==> config.mk <==
export PLATFORM = sky130hd
export DESIGN_NAME = bfw_status_regs
export DESIGN_NICKNAME = d
export VERILOG_FILES = /design/src/logic/bfw_pkg.sv /design/src/logic/bfw_sync.sv /design/src/logic/bfw_lin_fault.sv /design/src/logic/bfw_status_regs.sv
export SDC_FILE = /design/constraint.sdc
export NUM_CORES = 1
export LEC_CHECK = 0
export ABC_AREA = 1
export ABC_CLOCK_PERIOD_IN_PS = 8450
export BUFFER_PORTS_ARGS = -buffer_cell sky130_fd_sc_hd__buf_2
export CORE_ASPECT_RATIO = 1.75
export CORE_MARGIN = 2
export CORE_UTILIZATION = 51
export CTS_CLUSTER_SIZE = 24
export DETAILED_ROUTE_END_ITERATION = 16
export PLACE_DENSITY = 0.68
export SETUP_SLACK_MARGIN = 0.4
export SLEW_MARGIN = 20
export SYNTH_ARGS = -nofsm -noshare
export SYNTH_HDL_FRONTEND = slang
export SYNTH_SLANG_ARGS = --single-unit
==> constraint.sdc <==
create_clock -name clk_in -period 8.45 [get_ports clk_in]
set_clock_uncertainty 0.2 [all_clocks]
set_input_delay 2.535 -clock clk_in [delete_from_list [all_inputs] [get_ports clk_in]]
set_output_delay 2.535 -clock clk_in [all_outputs]
set_load 0.01 [all_outputs]
==> src/logic/bfw_pkg.sv <==
// ----------------------------------------------------------------------------
// Shared constants for the bus fault and wake status register group.
// ----------------------------------------------------------------------------
package bfw_pkg;

  // ----------------------------------------------------------------------------
  // Register addresses on the serial register interface (7-bit).
  // ----------------------------------------------------------------------------
  localparam logic [6:0] ADDR_LIN_FAULT_STATUS_B   = 7'h45;
  localparam logic [6:0] ADDR_WAKE_SOURCE_STATUS_A = 7'h46;
  localparam logic [6:0] ADDR_WAKE_SOURCE_STATUS_B = 7'h47;
  localparam logic [6:0] ADDR_PIN_LEVEL_STATUS     = 7'h48;

  // ----------------------------------------------------------------------------
  // Field positions.
  // ----------------------------------------------------------------------------
  localparam int THIRD_LIN_FAULT_LSB  = 3;
  localparam int SECOND_LIN_FAULT_LSB = 1;
  localparam int REG_MODE_SWITCH_BIT  = 7;
  localparam int CAN_WAKE_BIT         = 5;
  localparam int TIMER_WAKE_BIT       = 4;
  localparam int PIN_WAKE_BIT         = 0;
  localparam int THIRD_LIN_WAKE_BIT   = 2;
  localparam int SECOND_LIN_WAKE_BIT  = 1;
  localparam int FIRST_LIN_WAKE_BIT   = 0;
  localparam int TEST_LEVEL_BIT       = 7;
  localparam int LEVEL_RSVD_ONE_BIT   = 6;
  localparam int FAIL_CFG_MIRROR_BIT  = 5;
  localparam int WAKE_LEVEL_BIT       = 0;

  // ----------------------------------------------------------------------------
  // Values after power-on or soft reset.
  // ----------------------------------------------------------------------------
  localparam logic [7:0] RST_LIN_FAULT_STATUS_B   = 8'h00;
  localparam logic [7:0] RST_WAKE_SOURCE_STATUS_A = 8'h00;
  localparam logic [7:0] RST_WAKE_SOURCE_STATUS_B = 8'h00;
  localparam logic [7:0] RST_READ_DATA            = 8'h00;

  // ----------------------------------------------------------------------------
  // Fault codes of a LIN transceiver.
  // ----------------------------------------------------------------------------
  localparam logic [1:0] FAULT_NONE    = 2'h0;
  localparam logic [1:0] FAULT_THERMAL = 2'h1;
  localparam logic [1:0] FAULT_TXD_DOM = 2'h2;
  localparam logic [1:0] FAULT_BUS_DOM = 2'h3;

  // ----------------------------------------------------------------------------
  // Timing; figures in microseconds are plain defaults, cycles derive from them.
  // ----------------------------------------------------------------------------
  localparam int CLK_MHZ             = 100;
  localparam int TXD_DOM_TIMEOUT_US  = 20000;
  localparam int BUS_DOM_TIMEOUT_US  = 20000;
  localparam int TX_ENABLE_TIME_US   = 10;
  localparam int CNT_W               = 24;
  localparam int TXD_DOM_TIMEOUT_CYC = TXD_DOM_TIMEOUT_US * CLK_MHZ;
  localparam int BUS_DOM_TIMEOUT_CYC = BUS_DOM_TIMEOUT_US * CLK_MHZ;
  localparam int TX_ENABLE_TIME_CYC  = TX_ENABLE_TIME_US * CLK_MHZ;

  // ----------------------------------------------------------------------------
  // States of one LIN fault tracker.
  // ----------------------------------------------------------------------------
  typedef enum logic [2:0] {
    LIN_NORMAL    = 3'b000,
    LIN_TXD_FAULT = 3'b001,
    LIN_BUS_FAULT = 3'b010,
    LIN_TSD_FAULT = 3'b011,
    LIN_UV_FAULT  = 3'b100,
    LIN_TX_WAIT   = 3'b101
  } bfw_lin_state_t;

endpackage

==> src/logic/bfw_sync.sv <==
`timescale 1ns/1ps
// ----------------------------------------------------------------------------
// Three-stage input synchroniser; a change counts once stages two and three
// agree, which also rejects a single-cycle glitch after metastability.
// ----------------------------------------------------------------------------
module bfw_sync #(
  parameter int W = 1
) (
  // Clock and reset.
  input  wire logic         clk_in,
  input  wire logic         rst_in,
  // Asynchronous levels and their filtered copy.
  input  wire logic [W-1:0] async_in,
  output logic      [W-1:0] level_out
);

  typedef struct packed {
    logic [W-1:0] s1;
    logic [W-1:0] s2;
    logic [W-1:0] s3;
    logic [W-1:0] lvl;
  } bfw_sync_state_t;

  bfw_sync_state_t r_r;
  bfw_sync_state_t r_nxt;

  // Stage one feeds stage two only; the compare uses stages two and three.
  always_comb begin
    r_nxt    = r_r;
    r_nxt.s1 = async_in;
    r_nxt.s2 = r_r.s1;
    r_nxt.s3 = r_r.s2;
    for (int i = 0; i < W; i++) begin
      if (r_r.s2[i] == r_r.s3[i]) begin
        r_nxt.lvl[i] = r_r.s3[i];
      end
    end
  end

  // State register.
  always_ff @(posedge clk_in or posedge rst_in) begin
    if (rst_in) begin
      r_r <= '0;
    end else begin
      r_r <= r_nxt;
    end
  end

  assign level_out = r_r.lvl;

endmodule

==> src/logic/bfw_lin_fault.sv <==
`timescale 1ns/1ps
// ----------------------------------------------------------------------------
// Fault detection and recovery for one LIN transceiver.
// ----------------------------------------------------------------------------
module bfw_lin_fault #(
  parameter logic [bfw_pkg::CNT_W-1:0] TXD_TO_CYC = bfw_pkg::CNT_W'(bfw_pkg::TXD_DOM_TIMEOUT_CYC),
  parameter logic [bfw_pkg::CNT_W-1:0] BUS_TO_CYC = bfw_pkg::CNT_W'(bfw_pkg::BUS_DOM_TIMEOUT_CYC),
  parameter logic [bfw_pkg::CNT_W-1:0] TXEN_CYC   = bfw_pkg::CNT_W'(bfw_pkg::TX_ENABLE_TIME_CYC)
) (
  // Clock and reset.
  input  wire logic       clk_in,
  input  wire logic       rst_in,
  // Transceiver conditions, already synchronised.
  input  wire logic       lin_active_in,
  input  wire logic       txd_level_in,
  input  wire logic       bus_level_in,
  input  wire logic       overtemp_in,
  input  wire logic       undervolt_in,
  // Fault report.
  output logic            fault_pulse_out,
  output logic      [1:0] fault_code_out,
  output logic            tsd_pulse_out,
  output logic            tx_enable_out
);

  typedef struct packed {
    bfw_pkg::bfw_lin_state_t   state;
    logic [bfw_pkg::CNT_W-1:0] txd_cnt;
    logic [bfw_pkg::CNT_W-1:0] bus_cnt;
    logic                      pulse;
    logic [1:0]                code;
    logic                      tsd;
  } bfw_lin_fault_state_t;

  bfw_lin_fault_state_t r_r;
  bfw_lin_fault_state_t r_nxt;

  // Counters, state walk and one-cycle fault reports.
  always_comb begin
    r_nxt       = r_r;
    r_nxt.pulse = 1'b0;
    r_nxt.tsd   = 1'b0;
    case (r_r.state)
      bfw_pkg::LIN_NORMAL: begin
        r_nxt.txd_cnt = '0;
        r_nxt.bus_cnt = '0;
        if (!lin_active_in) begin
          r_nxt.state = bfw_pkg::LIN_NORMAL;
        end else if (overtemp_in) begin
          r_nxt.state = bfw_pkg::LIN_TSD_FAULT;
          r_nxt.pulse = 1'b1;
          r_nxt.code  = bfw_pkg::FAULT_THERMAL;
          r_nxt.tsd   = 1'b1;
        end else if (undervolt_in) begin
          r_nxt.state = bfw_pkg::LIN_UV_FAULT;
        end else if (!txd_level_in) begin
          r_nxt.txd_cnt = r_r.txd_cnt + 1'b1;
          if (r_r.txd_cnt >= TXD_TO_CYC - 1'b1) begin
            r_nxt.state = bfw_pkg::LIN_TXD_FAULT;
            r_nxt.pulse = 1'b1;
            r_nxt.code  = bfw_pkg::FAULT_TXD_DOM;
          end
        end else if (!bus_level_in) begin
          r_nxt.bus_cnt = r_r.bus_cnt + 1'b1;
          if (r_r.bus_cnt >= BUS_TO_CYC - 1'b1) begin
            r_nxt.state = bfw_pkg::LIN_BUS_FAULT;
            r_nxt.pulse = 1'b1;
            r_nxt.code  = bfw_pkg::FAULT_BUS_DOM;
          end
        end
      end
      bfw_pkg::LIN_TXD_FAULT: begin
        if (txd_level_in || !lin_active_in) begin
          r_nxt.state   = bfw_pkg::LIN_TX_WAIT;
          r_nxt.txd_cnt = '0;
        end
      end
      bfw_pkg::LIN_BUS_FAULT: begin
        if (bus_level_in || !lin_active_in) begin
          r_nxt.state   = bfw_pkg::LIN_TX_WAIT;
          r_nxt.txd_cnt = '0;
        end
      end
      bfw_pkg::LIN_TSD_FAULT: begin
        if (!overtemp_in) begin
          r_nxt.state   = bfw_pkg::LIN_TX_WAIT;
          r_nxt.txd_cnt = '0;
        end
      end
      bfw_pkg::LIN_UV_FAULT: begin
        if (!undervolt_in) begin
          r_nxt.state   = bfw_pkg::LIN_TX_WAIT;
          r_nxt.txd_cnt = '0;
        end
      end
      bfw_pkg::LIN_TX_WAIT: begin
        if (!txd_level_in) begin
          r_nxt.txd_cnt = '0;
        end else if (r_r.txd_cnt >= TXEN_CYC - 1'b1) begin
          r_nxt.state   = bfw_pkg::LIN_NORMAL;
          r_nxt.txd_cnt = '0;
        end else begin
          r_nxt.txd_cnt = r_r.txd_cnt + 1'b1;
        end
      end
      default: begin
        r_nxt.state = bfw_pkg::LIN_NORMAL;
      end
    endcase
  end

  // State register.
  always_ff @(posedge clk_in or posedge rst_in) begin
    if (rst_in) begin
      r_r <= '{state: bfw_pkg::LIN_NORMAL, code: bfw_pkg::FAULT_NONE, default: '0};
    end else begin
      r_r <= r_nxt;
    end
  end

  assign fault_pulse_out = r_r.pulse;
  assign fault_code_out  = r_r.code;
  assign tsd_pulse_out   = r_r.tsd;
  assign tx_enable_out   = (r_r.state == bfw_pkg::LIN_NORMAL);

endmodule

==> src/logic/bfw_status_regs.sv <==
`timescale 1ns/1ps
module bfw_status_regs #(
  parameter logic [bfw_pkg::CNT_W-1:0] TXD_TO_CYC = bfw_pkg::CNT_W'(bfw_pkg::TXD_DOM_TIMEOUT_CYC),
  parameter logic [bfw_pkg::CNT_W-1:0] BUS_TO_CYC = bfw_pkg::CNT_W'(bfw_pkg::BUS_DOM_TIMEOUT_CYC),
  parameter logic [bfw_pkg::CNT_W-1:0] TXEN_CYC   = bfw_pkg::CNT_W'(bfw_pkg::TX_ENABLE_TIME_CYC)
) (
  // Clock and resets.
  input  wire logic       clk_in,
  input  wire logic       rst_in,
  input  wire logic       soft_reset_in,
  // Serial register interface, decoded frame side.
  input  wire logic [6:0] reg_addr_in,
  input  wire logic       reg_rd_in,
  input  wire logic       reg_clr_in,
  output logic      [7:0] reg_rd_data_out,
  output logic            reg_rd_valid_out,
  output logic            reg_addr_hit_out,
  // Pins from outside the clock domain.
  input  wire logic       test_pin_in,
  input  wire logic       wake_input_pin_in,
  input  wire logic       second_lin_transmit_input_in,
  input  wire logic       third_lin_transmit_input_in,
  input  wire logic       second_lin_bus_level_in,
  input  wire logic       third_lin_bus_level_in,
  // Analogue monitors of the two transceivers.
  input  wire logic       second_lin_overtemp_in,
  input  wire logic       third_lin_overtemp_in,
  input  wire logic       lin_supply_undervolt_in,
  // Transceiver modes from the mode control.
  input  wire logic       second_lin_active_in,
  input  wire logic       third_lin_active_in,
  // Event pulses and the fail output config level from logic on this clock.
  input  wire logic       can_wake_in,
  input  wire logic       timer_wake_in,
  input  wire logic       pin_wake_in,
  input  wire logic       first_lin_wake_in,
  input  wire logic       second_lin_wake_in,
  input  wire logic       third_lin_wake_in,
  input  wire logic       regulator_mode_switch_in,
  input  wire logic       fail_output_config_bit_in,
  // Outputs towards the transceivers and thermal status.
  output logic            second_lin_tx_enable_out,
  output logic            third_lin_tx_enable_out,
  output logic            thermal_shutdown_level1_flag_out
);

  // --------------------------------------------------------------------------
  // State.
  // --------------------------------------------------------------------------

  typedef struct packed {
    logic [1:0] third_lin_fault_code;
    logic [1:0] second_lin_fault_code;
    logic       regulator_mode_switch_flag;
    logic       can_wake_flag;
    logic       timer_wake_flag;
    logic       pin_wake_flag;
    logic       third_lin_wake_flag;
    logic       second_lin_wake_flag;
    logic       first_lin_wake_flag;
    logic [7:0] rd_data;
    logic       rd_valid;
    logic       addr_hit;
    logic       tsd_flag;
  } bfw_regs_state_t;

  bfw_regs_state_t r_r;
  bfw_regs_state_t r_nxt;

  // --------------------------------------------------------------------------
  // Pin synchronisation.
  // --------------------------------------------------------------------------

  logic [8:0] pins_async;
  logic [8:0] pins_sync;

  // One synchroniser bank keeps every pin on the same four-flop latency: three stages and the level register.
  assign pins_async = {test_pin_in, wake_input_pin_in, second_lin_transmit_input_in,
                       third_lin_transmit_input_in, second_lin_bus_level_in,
                       third_lin_bus_level_in, second_lin_overtemp_in,
                       third_lin_overtemp_in, lin_supply_undervolt_in};

  bfw_sync #(
    .W (9)
  ) u_sync (
    .clk_in    (clk_in),
    .rst_in    (rst_in),
    .async_in  (pins_async),
    .level_out (pins_sync)
  );

  logic test_lvl;
  logic wake_lvl;
  logic txd2_lvl;
  logic txd3_lvl;
  logic bus2_lvl;
  logic bus3_lvl;
  logic ot2_lvl;
  logic ot3_lvl;
  logic uv_lvl;

  assign test_lvl = pins_sync[8];
  assign wake_lvl = pins_sync[7];
  assign txd2_lvl = pins_sync[6];
  assign txd3_lvl = pins_sync[5];
  assign bus2_lvl = pins_sync[4];
  assign bus3_lvl = pins_sync[3];
  assign ot2_lvl  = pins_sync[2];
  assign ot3_lvl  = pins_sync[1];
  assign uv_lvl   = pins_sync[0];

  // --------------------------------------------------------------------------
  // LIN fault trackers.
  // --------------------------------------------------------------------------

  logic       f2_pulse;
  logic [1:0] f2_code;
  logic       f2_tsd;
  logic       f3_pulse;
  logic [1:0] f3_code;
  logic       f3_tsd;

  // Both transceivers share the supply monitor, so undervoltage hits each one whose lin_active_in is high.
  bfw_lin_fault #(
    .TXD_TO_CYC (TXD_TO_CYC),
    .BUS_TO_CYC (BUS_TO_CYC),
    .TXEN_CYC   (TXEN_CYC)
  ) u_lin2 (
    .clk_in          (clk_in),
    .rst_in          (rst_in),
    .lin_active_in   (second_lin_active_in),
    .txd_level_in    (txd2_lvl),
    .bus_level_in    (bus2_lvl),
    .overtemp_in     (ot2_lvl),
    .undervolt_in    (uv_lvl),
    .fault_pulse_out (f2_pulse),
    .fault_code_out  (f2_code),
    .tsd_pulse_out   (f2_tsd),
    .tx_enable_out   (second_lin_tx_enable_out)
  );

  bfw_lin_fault #(
    .TXD_TO_CYC (TXD_TO_CYC),
    .BUS_TO_CYC (BUS_TO_CYC),
    .TXEN_CYC   (TXEN_CYC)
  ) u_lin3 (
    .clk_in          (clk_in),
    .rst_in          (rst_in),
    .lin_active_in   (third_lin_active_in),
    .txd_level_in    (txd3_lvl),
    .bus_level_in    (bus3_lvl),
    .overtemp_in     (ot3_lvl),
    .undervolt_in    (uv_lvl),
    .fault_pulse_out (f3_pulse),
    .fault_code_out  (f3_code),
    .tsd_pulse_out   (f3_tsd),
    .tx_enable_out   (third_lin_tx_enable_out)
  );

  // --------------------------------------------------------------------------
  // Register images as the host sees them.
  // --------------------------------------------------------------------------

  logic [7:0] img_lin_fault;
  logic [7:0] img_wake_a;
  logic [7:0] img_wake_b;
  logic [7:0] img_level;

  // Reserved positions stay at their constant values by construction.
  always_comb begin
    img_lin_fault = 8'h00;
    img_wake_a    = 8'h00;
    img_wake_b    = 8'h00;
    img_level     = 8'h00;
    img_lin_fault[bfw_pkg::THIRD_LIN_FAULT_LSB +: 2]  = r_r.third_lin_fault_code;
    img_lin_fault[bfw_pkg::SECOND_LIN_FAULT_LSB +: 2] = r_r.second_lin_fault_code;
    img_wake_a[bfw_pkg::REG_MODE_SWITCH_BIT]          = r_r.regulator_mode_switch_flag;
    img_wake_a[bfw_pkg::CAN_WAKE_BIT]                 = r_r.can_wake_flag;
    img_wake_a[bfw_pkg::TIMER_WAKE_BIT]               = r_r.timer_wake_flag;
    img_wake_a[bfw_pkg::PIN_WAKE_BIT]                 = r_r.pin_wake_flag;
    img_wake_b[bfw_pkg::THIRD_LIN_WAKE_BIT]           = r_r.third_lin_wake_flag;
    img_wake_b[bfw_pkg::SECOND_LIN_WAKE_BIT]          = r_r.second_lin_wake_flag;
    img_wake_b[bfw_pkg::FIRST_LIN_WAKE_BIT]           = r_r.first_lin_wake_flag;
    img_level[bfw_pkg::TEST_LEVEL_BIT]      = test_lvl;
    img_level[bfw_pkg::LEVEL_RSVD_ONE_BIT]  = 1'b1;
    img_level[bfw_pkg::FAIL_CFG_MIRROR_BIT] = fail_output_config_bit_in;
    img_level[bfw_pkg::WAKE_LEVEL_BIT]      = wake_lvl;
  end

  // --------------------------------------------------------------------------
  // Address decode.
  // --------------------------------------------------------------------------

  function automatic logic [1:0] bfw_decode(input logic [6:0] addr);
    logic [1:0] sel;
    sel = 2'h0;
    case (addr)
      bfw_pkg::ADDR_LIN_FAULT_STATUS_B:   sel = 2'h0;
      bfw_pkg::ADDR_WAKE_SOURCE_STATUS_A: sel = 2'h1;
      bfw_pkg::ADDR_WAKE_SOURCE_STATUS_B: sel = 2'h2;
      bfw_pkg::ADDR_PIN_LEVEL_STATUS:     sel = 2'h3;
      default:                            sel = 2'h0;
    endcase
    return sel;
  endfunction

  logic       addr_hit;
  logic [1:0] addr_sel;
  logic       clr_fault;
  logic       clr_wake_a;
  logic       clr_wake_b;

  assign addr_hit   = (reg_addr_in >= bfw_pkg::ADDR_LIN_FAULT_STATUS_B)
                    && (reg_addr_in <= bfw_pkg::ADDR_PIN_LEVEL_STATUS);
  assign addr_sel   = bfw_decode(reg_addr_in);
  assign clr_fault  = reg_clr_in && addr_hit && (addr_sel == 2'h0);
  assign clr_wake_a = reg_clr_in && addr_hit && (addr_sel == 2'h1);
  assign clr_wake_b = reg_clr_in && addr_hit && (addr_sel == 2'h2);

  // --------------------------------------------------------------------------
  // Next state: latch events, host clears, read capture.
  // --------------------------------------------------------------------------

  // A new event in the cycle of a clear wins; only a soft reset in the same cycle drops it.
  always_comb begin
    r_nxt          = r_r;
    r_nxt.rd_valid = 1'b0;
    r_nxt.tsd_flag = 1'b0;
    if (clr_fault) begin
      r_nxt.third_lin_fault_code  = bfw_pkg::FAULT_NONE;
      r_nxt.second_lin_fault_code = bfw_pkg::FAULT_NONE;
    end
    if (clr_wake_a) begin
      r_nxt.regulator_mode_switch_flag = 1'b0;
      r_nxt.can_wake_flag              = 1'b0;
      r_nxt.timer_wake_flag            = 1'b0;
      r_nxt.pin_wake_flag              = 1'b0;
    end
    if (clr_wake_b) begin
      r_nxt.third_lin_wake_flag  = 1'b0;
      r_nxt.second_lin_wake_flag = 1'b0;
      r_nxt.first_lin_wake_flag  = 1'b0;
    end
    if (f3_pulse) begin
      r_nxt.third_lin_fault_code = f3_code;
    end
    if (f2_pulse) begin
      r_nxt.second_lin_fault_code = f2_code;
    end
    r_nxt.tsd_flag = f2_tsd || f3_tsd;
    if (regulator_mode_switch_in) begin
      r_nxt.regulator_mode_switch_flag = 1'b1;
    end
    if (can_wake_in) begin
      r_nxt.can_wake_flag = 1'b1;
    end
    if (timer_wake_in) begin
      r_nxt.timer_wake_flag = 1'b1;
    end
    if (pin_wake_in) begin
      r_nxt.pin_wake_flag = 1'b1;
    end
    if (third_lin_wake_in) begin
      r_nxt.third_lin_wake_flag = 1'b1;
    end
    if (second_lin_wake_in) begin
      r_nxt.second_lin_wake_flag = 1'b1;
    end
    if (first_lin_wake_in) begin
      r_nxt.first_lin_wake_flag = 1'b1;
    end
    if (reg_rd_in) begin
      r_nxt.rd_valid = 1'b1;
      r_nxt.addr_hit = addr_hit;
      r_nxt.rd_data  = 8'h00;
      if (addr_hit) begin
        case (addr_sel)
          2'h0:    r_nxt.rd_data = img_lin_fault;
          2'h1:    r_nxt.rd_data = img_wake_a;
          2'h2:    r_nxt.rd_data = img_wake_b;
          default: r_nxt.rd_data = img_level;
        endcase
      end
    end
    if (soft_reset_in) begin
      r_nxt = '{default: '0};
    end
  end

  // --------------------------------------------------------------------------
  // State register.
  // --------------------------------------------------------------------------

  always_ff @(posedge clk_in or posedge rst_in) begin
    if (rst_in) begin
      r_r <= '{default: '0};
    end else begin
      r_r <= r_nxt;
    end
  end

  assign reg_rd_data_out                  = r_r.rd_data;
  assign reg_rd_valid_out                 = r_r.rd_valid;
  assign reg_addr_hit_out                 = r_r.addr_hit;
  assign thermal_shutdown_level1_flag_out = r_r.tsd_flag;

endmodule

======== Yosys cells after proc, flatten, opt, wreduce, memory -nomap -nowiden ========
Cells that the tools add are included.
word-level totals
  flip-flop bits (word level) ............. 168
  logic and storage cells ................. 206
cells by class
  reduce and logical (&&, ||, !) cells .... 35
  order comparisons ....................... 8
  equality and inequality tests ........... 48
  multiplexer cells ....................... 74
  $add $sub $neg .......................... 4
operators by type and width
  cell                                                                      number
  24-bit case mux with 6 select lines                                       2
  27-bit two-way mux                                                        9
  24-bit two-way mux                                                        8
  52-bit two-way mux                                                        2
  51-bit two-way mux                                                        2
  24-bit by 1-bit adder with 24-bit output (second input constant)          4
  24-bit by 21-bit >= comparator with 1-bit output (second input constant)  4
  48-bit two-way mux                                                        2
  3-bit two-way mux                                                         27
  24-bit by 10-bit >= comparator with 1-bit output (second input constant)  2
  3-bit case mux with 6 select lines                                        2
  3-bit nonzero test                                                        11
  8-bit case mux with 3 select lines                                        1
  22-bit two-way mux                                                        1
  7-bit equality test (second input constant)                               3
  9-bit AND reduction                                                       2
  4-bit two-way mux                                                         4
  2-bit by 1-bit inequality test with 1-bit output (second input constant)  8
  3-bit by 2-bit equality test with 1-bit output (second input constant)    4
  3-bit equality test (second input constant)                               4
  2-bit inequality test (second input constant)                             6
  6-bit by 2-bit inequality test with 1-bit output (second input constant)  2
  6-bit by 5-bit inequality test with 1-bit output (second input constant)  2
  6-bit inequality test (second input constant)                             2
  22 further kinds                                                          55

======== Depth between registers and ports, before layout ========
Gate-level depths: netlist of run 1.
  depth after elaboration ................. 8
  mapped depth ............................ 14

======== By module ========
From an unflattened synthesis of run 1, not the netlist that was laid out.
second synthesis, totals
  cells, all modules ...................... 1,257
  area, all modules ....................... 9,278.9 µm²
modules (own cells, without submodules)
  module           cells an instance  area an instance (µm²)  instances  seq. area each (µm²)
  bfw_lin_fault    516                3,519.6                 2          1,376.3
  bfw_status_regs  143                1,121.1                 1          550.5
  bfw_sync         82                 1,118.6                 1          900.9

======== Least setup slack after synthesis of run 1 ========
OpenSTA, ideal clock, no wires.
  path type ............................... reg-to-output
  from .................................... register u_lin3.r_r[52] in the netlist's numbering
  to ...................................... output third_lin_tx_enable_out
  path slack .............................. 4.631 ns
  arrival time ............................ 1.084 ns
  stages on the path, launching flop included .. 5
  required time ........................... 5.715 ns
  buffers on the path ..................... 1
  cells stage by stage .................... dfrtp_1 -> inv_1 -> nand3_1 -> inv_1 -> clkbuf_1
between the ends
  word-level cells in the longest chain between the ends .. 1
RTL lines
  element                 line                   text
  from (decl)             bfw_lin_fault.sv:35    bfw_lin_fault_state_t r_r;
  from (signal assigned)  bfw_lin_fault.sv:117   r_r <= r_nxt;
  3-bit logical NOT       bfw_lin_fault.sv:124   assign tx_enable_out = (r_r.state == bfw_pkg::LIN_NORMAL);
  to (decl)               bfw_status_regs.sv:43  output logic third_lin_tx_enable_out,
No other way between the ends.

======== Worst setup path in the final report of run 1 ========
  from .................................... register u_lin3.r_r[53] in the netlist's numbering
  to ...................................... output third_lin_tx_enable_out
The elaborated chain is that of the path after synthesis.

==> results.md, run 1 <==
Outcome:
- The flow ran to the end, and the final reports show no timing, DRC or antenna violations.

Global route:
- The number of antenna violations at the first check in global routing is 0.
- The wire length of the first global-routing pass is 32300 µm.
- The pin count of the biggest net entering global routing is 104.
- The via count of the first global-routing pass was 7164.
- After global routing the overflow that remains totals 0.
- The overall global routing resource usage is 22.5%.

Final layout:
- After the last flow step, the layout net total stands at 1203.
- Leaving out fill and tap cells, the most frequent cell in the layout is sky130_fd_sc_hd__nand2_1.
- The sequential cells in the finished layout cover a total of 4200 µm².
- The multi-input gate area in the final layout is 3830 µm².
- Leaving out fill and tap cells, the most frequent cells in the layout are sky130_fd_sc_hd__nand2_1, sky130_fd_sc_hd__dfrtp_1, sky130_fd_sc_hd__nor2_1, sky130_fd_sc_hd__inv_1, sky130_fd_sc_hd__nand3_1.
- 0 antenna diodes ended up in the layout.
- Cells with a size suffix above 1 make up 9.57% of the layout.
- Fill cells in the final layout number 1572.
- The relative area change from synthesis to final layout is 12.2%.

STA:
- The final setup TNS is 0 ps.
- The total count of hold-check failures in the final report is 0.
- In this run the tightest slew margin relative to its limit is 39.5%.
- Setup repair after global routing left no endpoint under its margin.
- Hold is met by 149 ps.
- The worst path uses 58.6% of the clock period.
- The slew at the pin with the worst max-slew slack is 905 ps.
- The clock period could shrink to 4950 ps.
- The count of final max-slew check failures is 0.
- The number of endpoints failing setup at the final stage is 0.
- The highest attainable clock frequency is 202 MHz.

Logic synthesis:
- After synthesis, the cell types taking the most area are sky130_fd_sc_hd__dfrtp_1, sky130_fd_sc_hd__nand2_1, sky130_fd_sc_hd__nor2_1, sky130_fd_sc_hd__inv_1, sky130_fd_sc_hd__nand3_1.
- After synthesis the netlist holds a flip-flop and latch count of 168.
- The post-synthesis instance area is 8650 µm².
- The top cell type by area accounts for 48.6% of the synthesized area.
- Of the total synthesized cell area, the portion taken by AND, OR, NAND and NOR gates is 31.8%.
- The post-synthesis net count is 1155.
- The count of different cell masters after synthesis is 50.
- In the synthesized netlist the dominant register cell turns out to be sky130_fd_sc_hd__dfrtp_1.
- Summing the areas of all compound-gate instances in the mapped netlist gives 9.21% of the synthesized area.
- For this run, the number of Yosys warnings is 0.
- The synthesized netlist devotes 1.62% of its cell area to adder and majority cells.
- Measured against the total synthesized area, the mux share comes to 0%.
- The cell taking the most area after synthesis is sky130_fd_sc_hd__dfrtp_1.
- By area, the combinational part of the netlist is dominated by simple AND/OR/NAND/NOR gates.
- Synthesis handed over a netlist of 1120 instances.
- The share of flip-flops with an asynchronous set or reset is 100%.
- In this run, synthesis inferred 0 flip-flops with an integrated enable.
- Summing the areas of all xor and xnor instances in the mapped netlist gives 1.62% of the synthesized area.
- Sequential cells were found to cover 48.6% of the synthesized design area.
- The average instance in the mapped netlist occupies 7.73 µm².

Detailed routing:
- The per-cell routed wire length is 13.5 µm.
- The post-route antenna net violation count is 0.
- In the routed design, unresolved DRC markers number 0.
- After detailed routing, the total wire length is 19000 µm.
- The routed layout has 7349 vias.
- Before antenna repair, the detailed router went through 5 iterations.
- The count of routing violations after the opening detailed-route iteration is 337.
- The number of vias per cell is 5.22.

Placement:
- Detailed placement finished with a half-perimeter wire length of 13900 µm.
- The final weighted congestion in routability-driven placement is 0.893.
- Port buffering added 43 buffers.

Floorplan:
- For this configuration, the core starts out at a cell density of 51.5%.
- The die covers 18100 µm².
- In this run the horizontal extent of the chip is 102 µm.
- The I/O pin count is 44.
- The core footprint is 16800 µm².
- The overall die height is 176 µm.
- The placement row count is 63.

Clock network:
- The CTS tree is built.
- The hold buffer count at CTS is 0.
- Counting every sink on the clock net gives 168.
- The clock-pin slew on the worst setup and hold paths is 70 ps.
- CTS placed an instance of sky130_fd_sc_hd__clkbuf_16 at the clock tree root.
- The post-cts repair resize count is 0.
- For the worst-skew pair, the clock arrives at the later sink with an insertion delay of 440 ps.
- After clock tree synthesis, the setup repair step added 0 buffers.
- The longest clock path from root to sink contains 2 buffers.
- In this run the number of H-tree levels came out at 4.
- The total clock buffers created by CTS is 17.

Power:
- Of the total power, the share spent switching nets is 29.2%.
- The internal power of the cells totals 1.39 mW.
- The share of total power dissipated in sequential elements is 44.6%.
- The combinational power share is 13.4%.
- In this run the static leakage power is 4.59 nW.
- The clock group share of total power is 42.0%.
- The worst IR drop on VDD is 0.000144 V.
- For this design the total switching power over the nets is 0.574 mW.
- The power per cell area is 202 nW/µm².

Worst setup path:
- The launch point of the worst reg-to-reg path is u_lin3.r_r[53].
- The start-to-end type of the worst setup path is flip-flop to output port.
- In this run the worst path has a maximum fanout of 16.
- The setup slack of the worst register-to-register path is 5440 ps.
- STA puts the critical path data arrival time at 2210 ps.
- In this run the critical register-to-register path is captured at u_lin3.r_r[34].
- The path depth of the worst reg2reg path is 8.
- The element type at the critical path start is a flip-flop.
- The required time of the critical path is 5720 ps.
- STA classifies the critical path endpoint as an output port.

Hold path:
- The class of the most critical hold timing path is flip-flop to flip-flop.
- The startpoint of the most critical hold path is u_sync.r_nxt[20].
- The number of stages on the worst hold path is 0.
- The end point of the most critical hold path is u_sync.r_nxt[11].

Flow run:
- Max-cap violations in this run came to 0.
==> stage by stage <==
| stage | cell area (µm²) | instances | power (mW) | utilization, % | worst slack, ps |
|---|---|---|---|---|---|
| global route | 9710 | 1408 | 2.06 | 57.8 | 3270 |
| CTS | 9710 | 1408 | 1.98 | 57.8 | 3480 |
| global placement | 9090 | 1376 | 1.15 | 54.1 | 3980 |
| floorplan | 8650 | 1120 | 1.08 | - | 1170 |
| finish | 9710 | 1408 | 1.97 | 57.8 | 3500 |
| detailed placement | 9090 | 1376 | 1.16 | 54.1 | 3930 |
==> final cells by class <==
| cell class | count | area share (%) |
|---|---|---|
| flip-flops and latches | 168 | 43.3 |
| multi-input cells | 794 | 39.5 |
| inverters | 143 | 5.60 |
| clock buffers | 19 | 4.56 |
| well taps | 227 | 2.92 |
| repair buffers | 44 | 2.29 |
| clock inverters | 13 | 1.87 |
==> state kept, by name, indices dropped and copies added, names as in the netlist, 2 cells and up <==
| register | count |
|---|---|
| u_lin2.fault_code_out | 2 |
| u_sync.level_out | 9 |
| img_wake_a | 4 |
| u_sync.r_r | 9 |
| u_lin3.r_r | 51 |
| u_sync.r_nxt | 18 |
| reg_rd_data_out | 8 |
| img_lin_fault | 4 |
| u_lin2.r_r | 51 |
| u_lin3.fault_code_out | 2 |
| img_wake_b | 3 |
==> routing by layer <==
| layer | routed length [µm] | vias to the layer above | share of wire [%] | global-route usage, % |
|---|---|---|---|---|
| met5 | 0 | - | 0 | 0 |
| met4 | 534 | 0 | 2.8 | 9.33 |
| met2 | 10200 | 102 | 54 | 39.8 |
| li1 | - | 3755 | - | - |
| met3 | 432 | 38 | 2.3 | 3.68 |
| met1 | 7880 | 3454 | 41 | 26.5 |
==> worst max-delay path, stage by stage (launching register included) <==
cell	delay [ps]
sky130_fd_sc_hd__dfrtp_1	430
sky130_fd_sc_hd__inv_1	110
sky130_fd_sc_hd__nand3_1	410
sky130_fd_sc_hd__inv_1	590
sky130_fd_sc_hd__buf_2	230
==> cell families (layout without fill, tap and decap cells) <==
logic type / after synthesis / after routing
AND/OR/NAND/NOR: 622 / 622
flip-flops: 168 / 168
buffers and inverters: 158 / 219
AO/OA/AOI/OAI: 143 / 143
XOR/XNOR: 16 / 16
adder cells (fa/ha/maj): 13 / 13
==> worst max-delay path by stage <==
stage                             start                      end  depth (start not counted)
finish                   u_lin3.r_r[53]  third_lin_tx_enable_out                          4
global route             u_lin3.r_r[53]  third_lin_tx_enable_out                          4
CTS                      u_lin3.r_r[52]  third_lin_tx_enable_out                          4
detailed placement  third_lin_active_in           u_lin3.r_r[44]                          9
global placement         u_lin3.r_r[52]  third_lin_tx_enable_out                          4
floorplan                        rst_in         img_lin_fault[1]                          1
==> power groups by stage <==
stage	combinational, mW	clock [mW]	sequential, mW
finish	0.263	0.826	0.877
global route	0.304	0.875	0.882
CTS	0.266	0.840	0.876
detailed placement	0.265	0	0.891
global placement	0.259	0	0.890
floorplan	0.202	0	0.881
==> cells in the mapped netlist, types with 2 or more instances <==
master,instances
sky130_fd_sc_hd__ha_1,4
sky130_fd_sc_hd__nor3_2,4
sky130_fd_sc_hd__o21ai_1,9
sky130_fd_sc_hd__o211ai_1,2
sky130_fd_sc_hd__dfrtp_1,168
sky130_fd_sc_hd__nand3_2,2
sky130_fd_sc_hd__a22oi_1,3
sky130_fd_sc_hd__nor2_4,3
sky130_fd_sc_hd__nor3b_1,4
sky130_fd_sc_hd__a21o_1,3
sky130_fd_sc_hd__buf_4,2
sky130_fd_sc_hd__nor2_2,12
sky130_fd_sc_hd__buf_2,7
sky130_fd_sc_hd__nand3_1,95
sky130_fd_sc_hd__nor4_1,4
sky130_fd_sc_hd__inv_1,137
sky130_fd_sc_hd__o22ai_1,7
sky130_fd_sc_hd__maj3_1,9
sky130_fd_sc_hd__a21boi_1,2
sky130_fd_sc_hd__nor3_1,45
sky130_fd_sc_hd__a32o_1,2
sky130_fd_sc_hd__a22o_1,2
sky130_fd_sc_hd__nand2_1,258
sky130_fd_sc_hd__nand2_2,3
sky130_fd_sc_hd__inv_2,5
sky130_fd_sc_hd__nand4_1,21
sky130_fd_sc_hd__o21a_1,2
sky130_fd_sc_hd__clkbuf_1,5
sky130_fd_sc_hd__xor2_1,15
sky130_fd_sc_hd__o21ai_0,46
sky130_fd_sc_hd__a31oi_1,2
sky130_fd_sc_hd__nor2_1,163
sky130_fd_sc_hd__a21oi_1,57
Power figures use the tool's default switching activity.
==> run 2, diff against run 1 <==
--- a/config.mk
+++ b/config.mk
@@ -6,14 +6,14 @@
 export NUM_CORES = 1
 export LEC_CHECK = 0
 export ABC_AREA = 1
-export ABC_CLOCK_PERIOD_IN_PS = 8450
+export ABC_CLOCK_PERIOD_IN_PS = 4400
 export BUFFER_PORTS_ARGS = -buffer_cell sky130_fd_sc_hd__buf_2
 export CORE_ASPECT_RATIO = 1.75
 export CORE_MARGIN = 2
 export CORE_UTILIZATION = 51
 export CTS_CLUSTER_SIZE = 24
 export DETAILED_ROUTE_END_ITERATION = 16
-export PLACE_DENSITY = 0.68
+export PLACE_DENSITY = 0.71
 export SETUP_SLACK_MARGIN = 0.4
 export SLEW_MARGIN = 20
 export SYNTH_ARGS = -nofsm -noshare
==> constraint.sdc (replaced) <==
create_clock -name clk_in -period 4.4 [get_ports clk_in]
set_clock_uncertainty 0.2 [all_clocks]
set_input_delay 1.32 -clock clk_in [delete_from_list [all_inputs] [get_ports clk_in]]
set_output_delay 1.32 -clock clk_in [all_outputs]
set_load 0.01 [all_outputs]
==> run 2 against run 1 <==
Net effect: clock power rose by 84%; non-clock buffer count rose by 5; power rose by 90%; first-iteration DRC count fell by 8.3%; sequential power rose by 92%; utilization rose by 0.23 points; register-to-register slack got worse by 3700 ps; critical path type unchanged; critical endpoint is now second_lin_tx_enable_out; largest cell class unchanged; largest power group unchanged.
==> results.md, run 2 (synthesis results as in run 1) <==
Outcome:
- The flow ran to the end, and the final reports show no timing, DRC or antenna violations.

Floorplan:
- The overall die height came to 176 µm (unchanged).
- The I/O pin count came to 44 (unchanged).
- The initial core utilization was 51.5% (unchanged).
- The core footprint came to 16800 µm² (unchanged).
- The overall die width is 102 µm (unchanged).
- The overall die area is 18100 µm² (unchanged).
- The placement row count is 63 (unchanged).

STA:
- The total count of hold-check failures in the final report is 0 (unchanged).
- The slew at the pin with the worst max-slew slack is 781 ps (-123 ps).
- Based on the critical path, the design can be clocked at up to 335 MHz.
- The worst path setup slack after routing is 1410 ps (-2090 ps).
- The count of final max-slew check failures was 0 (unchanged).
- The final setup TNS is 0 ps (unchanged).
- The number of endpoints failing setup at the final stage came to 0 (unchanged).
- Setup repair after global routing left no endpoint under its margin.
- The remaining max-slew budget at the tightest pin is 47.9% (+8.4 points).
- The share of the clock period used by the worst path after layout is 67.9%.
- The minimum clock period after layout is 2990 ps.

Worst setup path:
- The worst setup path is launched from a flip-flop.
- The setup slack of the worst register-to-register path was 1770 ps (-3670 ps).
- The start point of the critical path is u_lin2.r_r[52].
- The worst stage delay on the critical path is 410 ps (-180 ps).
- The critical path arrival is 1470 ps (-740 ps).
- The total stage count of the critical path is 4 (unchanged).
- The top fanout value on the critical path came to 9 (-7).
- The path depth of the worst reg2reg path is 10 (+2).
- The required time of the critical path was 2880 ps (-2840 ps).
- In this run the critical register-to-register path is launched from u_lin3.r_r[52].
- STA classifies the critical path endpoint as an output port.
- The start-to-end type of the worst setup path is flip-flop to output port.
- For this design, the slowest cell found on the critical path is sky130_fd_sc_hd__dfrtp_1.
- The total buffers and inverters traversed by the critical path came to 2 (-1).
- The top cell family by delay on the critical path is flip-flops.
- Walking the worst path, the cells encountered are inv_1, nand2_2, nor2_8, buf_2.

Power:
- The combinational power share was 14.4% (+1.0 points).
- The sum of internal, switching and leakage power was 3.74 mW (+90%).
- The cell-internal power is 2.58 mW (+85%).
- The portion of total power attributed to sequential cells is 45.1% (+0.5 points).
- The switching share of power is 30.9% (+1.7 points).
- The worst IR drop on VDD is 0.000463 V (+220%).
- The power spent charging and discharging nets is 1.15 mW (+100%).
- The power per cell area was 383 nW/µm² (+89%).
- The leakage power summed over all cells came to 4.61 nW (+0.45%).
- The clock group share of total power came to 40.6% (-1.4 points).

Clock network:
- The hold buffer count at CTS was 0 (unchanged).
- The post-cts repair resize count came to 0 (unchanged).
- TritonCTS built the clock tree.
- The sink count of the clock tree is 168 (unchanged).
- The clock latency at the later pin of the worst-skew pair came to 440 ps (about the same).
- The buffer count from post-CTS setup fixing came to 0 (unchanged).
- The maximum number of buffers from clock root to sink is 2 (unchanged).
- The total clock buffers created by CTS is 17 (unchanged).
- The CTS root buffer is sky130_fd_sc_hd__clkbuf_16.
- The clock-pin slew on the worst setup and hold paths is 70 ps (about the same).
- The H-tree level count was 4 (unchanged).

Final layout:
- The leading cell type in the layout, fill and taps excluded is sky130_fd_sc_hd__nand2_1.
- The filler cell count in the final layout is 1590 (+1.1%).
- From synthesis to final layout, the design area changed by 12.6%.
- In the layout the commonest cells are sky130_fd_sc_hd__nand2_1, sky130_fd_sc_hd__dfrtp_1, sky130_fd_sc_hd__nor2_1, sky130_fd_sc_hd__inv_1, sky130_fd_sc_hd__nand3_1.
- The final layout net count is 1208 (+0.42%).
- The core utilization of the finished layout came to 58.1% (+0.23 points).
- The fraction of layout instances using a drive strength above 1 is 10.0% (+0.47 points).
- The antenna diode count is 0 (unchanged).

Hold path:
- The number of stages on the worst hold path is 0 (unchanged).
- The startpoint identified for the worst hold timing path is u_sync.r_nxt[21].
- The tightest min-delay check is of the flip-flop to flip-flop type.

Placement:
- The quantity of I/O buffers inserted on ports is 43 (unchanged).
- The final HPWL from detailed placement is 14200 µm (+1.8%).
- The post-place setup slack is 1110 ps (-2810 ps).
- The final weighted congestion in routability-driven placement was 0.893 (about the same).

Global route:
- The via count of the first global-routing pass is 7483 (+4.5%).
- The pin count of the biggest net entering global routing is 58 (-44%).
- The remaining global-route overflow is 0 (unchanged).
- The overall global routing resource usage was 23.2% (+0.73 points).
- The number of antenna violations at the first check in global routing was 0 (unchanged).
- The wire length of the first global-routing pass is 33400 µm (+3.4%).

Detailed routing:
- The count of routing violations after the opening detailed-route iteration was 309 (-8.3%).
- The number of vias per cell was 5.36 (+2.7%).
- The post-route antenna net violation count is 0 (unchanged).
- The count of vias placed by the detailed router is 7577 (+3.1%).
- The number of remaining DRC errors is 0 (unchanged).
- The total iterations of the first detailed-routing run was 5 (unchanged).
- The routed wire length is 19300 µm (+1.2%).
- The per-cell routed wire length is 13.6 µm (+0.88%).

Flow run:
- The number of max-cap violations was 0 (unchanged).
[run 2: cell types whose count changed in the layout (fill, tap and decap cells not counted), moves of 2 or more]
cell | previous run | this run
sky130_fd_sc_hd__inv_8 | 2 | 7
sky130_fd_sc_hd__inv_6 | 6 | 2
sky130_fd_sc_hd__buf_4 | 1 | 4
sky130_fd_sc_hd__buf_12 | 0 | 2
sky130_fd_sc_hd__bufinv_16 | 3 | 1
[run 2: worst reg2reg max path, stage by stage (launching register included)]
cell and delay (ps):
sky130_fd_sc_hd__dfrtp_1 410, sky130_fd_sc_hd__inv_1 100, sky130_fd_sc_hd__nand3_1 90, sky130_fd_sc_hd__buf_4 220, sky130_fd_sc_hd__inv_1 80, sky130_fd_sc_hd__buf_4 200, sky130_fd_sc_hd__o211ai_1 200, sky130_fd_sc_hd__nand2_1 250
sky130_fd_sc_hd__nor2_2 560, sky130_fd_sc_hd__nor2_1 90, sky130_fd_sc_hd__o21a_1 130
[run 2: final cells by class]
cell class                      count  area [µm²]  share of cell area [%]
Clock inverter                     15         176                    1.81
Inverter                          143         543                    5.57
Clock buffer                       17         425                    4.36
Multi-Input combinational cell    794        3830                    39.3
Sequential cell                   168        4200                    43.1
Timing Repair Buffer               49         285                    2.93
Tap cell                          227         284                    2.91
[run 2: stage by stage]
step	area, µm²	hold slack, ps	instances
5_1_grt	9750	160	1413
6_report	9750	147	1413
3_3_place_gp	9150	133	1381
2_1_floorplan	8660	131	1120
3_5_place_dp	9150	136	1381
4_1_cts	9750	150	1413
[run 2: power groups by stage]
stage / Combinational [mW] / Sequential (mW) / Clock, mW
after floorplan: 0.389 / 1.69 / 0
after global placement: 0.532 / 1.71 / 0
after detailed placement: 0.540 / 1.71 / 0
after CTS: 0.541 / 1.68 / 1.55
after global routing: 0.613 / 1.69 / 1.61
final: 0.537 / 1.68 / 1.52
[run 2: metal layers]
| metal | GRT usage, % | routed length [µm] |
|---|---|---|
| met3 | 4.08 | 507 |
| met5 | 0 | 0 |
| met2 | 40.9 | 10400 |
| met4 | 11.2 | 719 |
| met1 | 26.6 | 7660 |
[run 2: path summary, 6_finish.rpt]
kind                                       endpoint
max in group asynchronous            u_lin3.r_r[48]
min in group asynchronous            u_lin2.r_r[22]
hold / removal                     u_sync.r_nxt[12]
setup / recovery           second_lin_tx_enable_out
hold reg to reg                    u_sync.r_nxt[12]
setup reg to reg                     u_lin3.r_r[34]
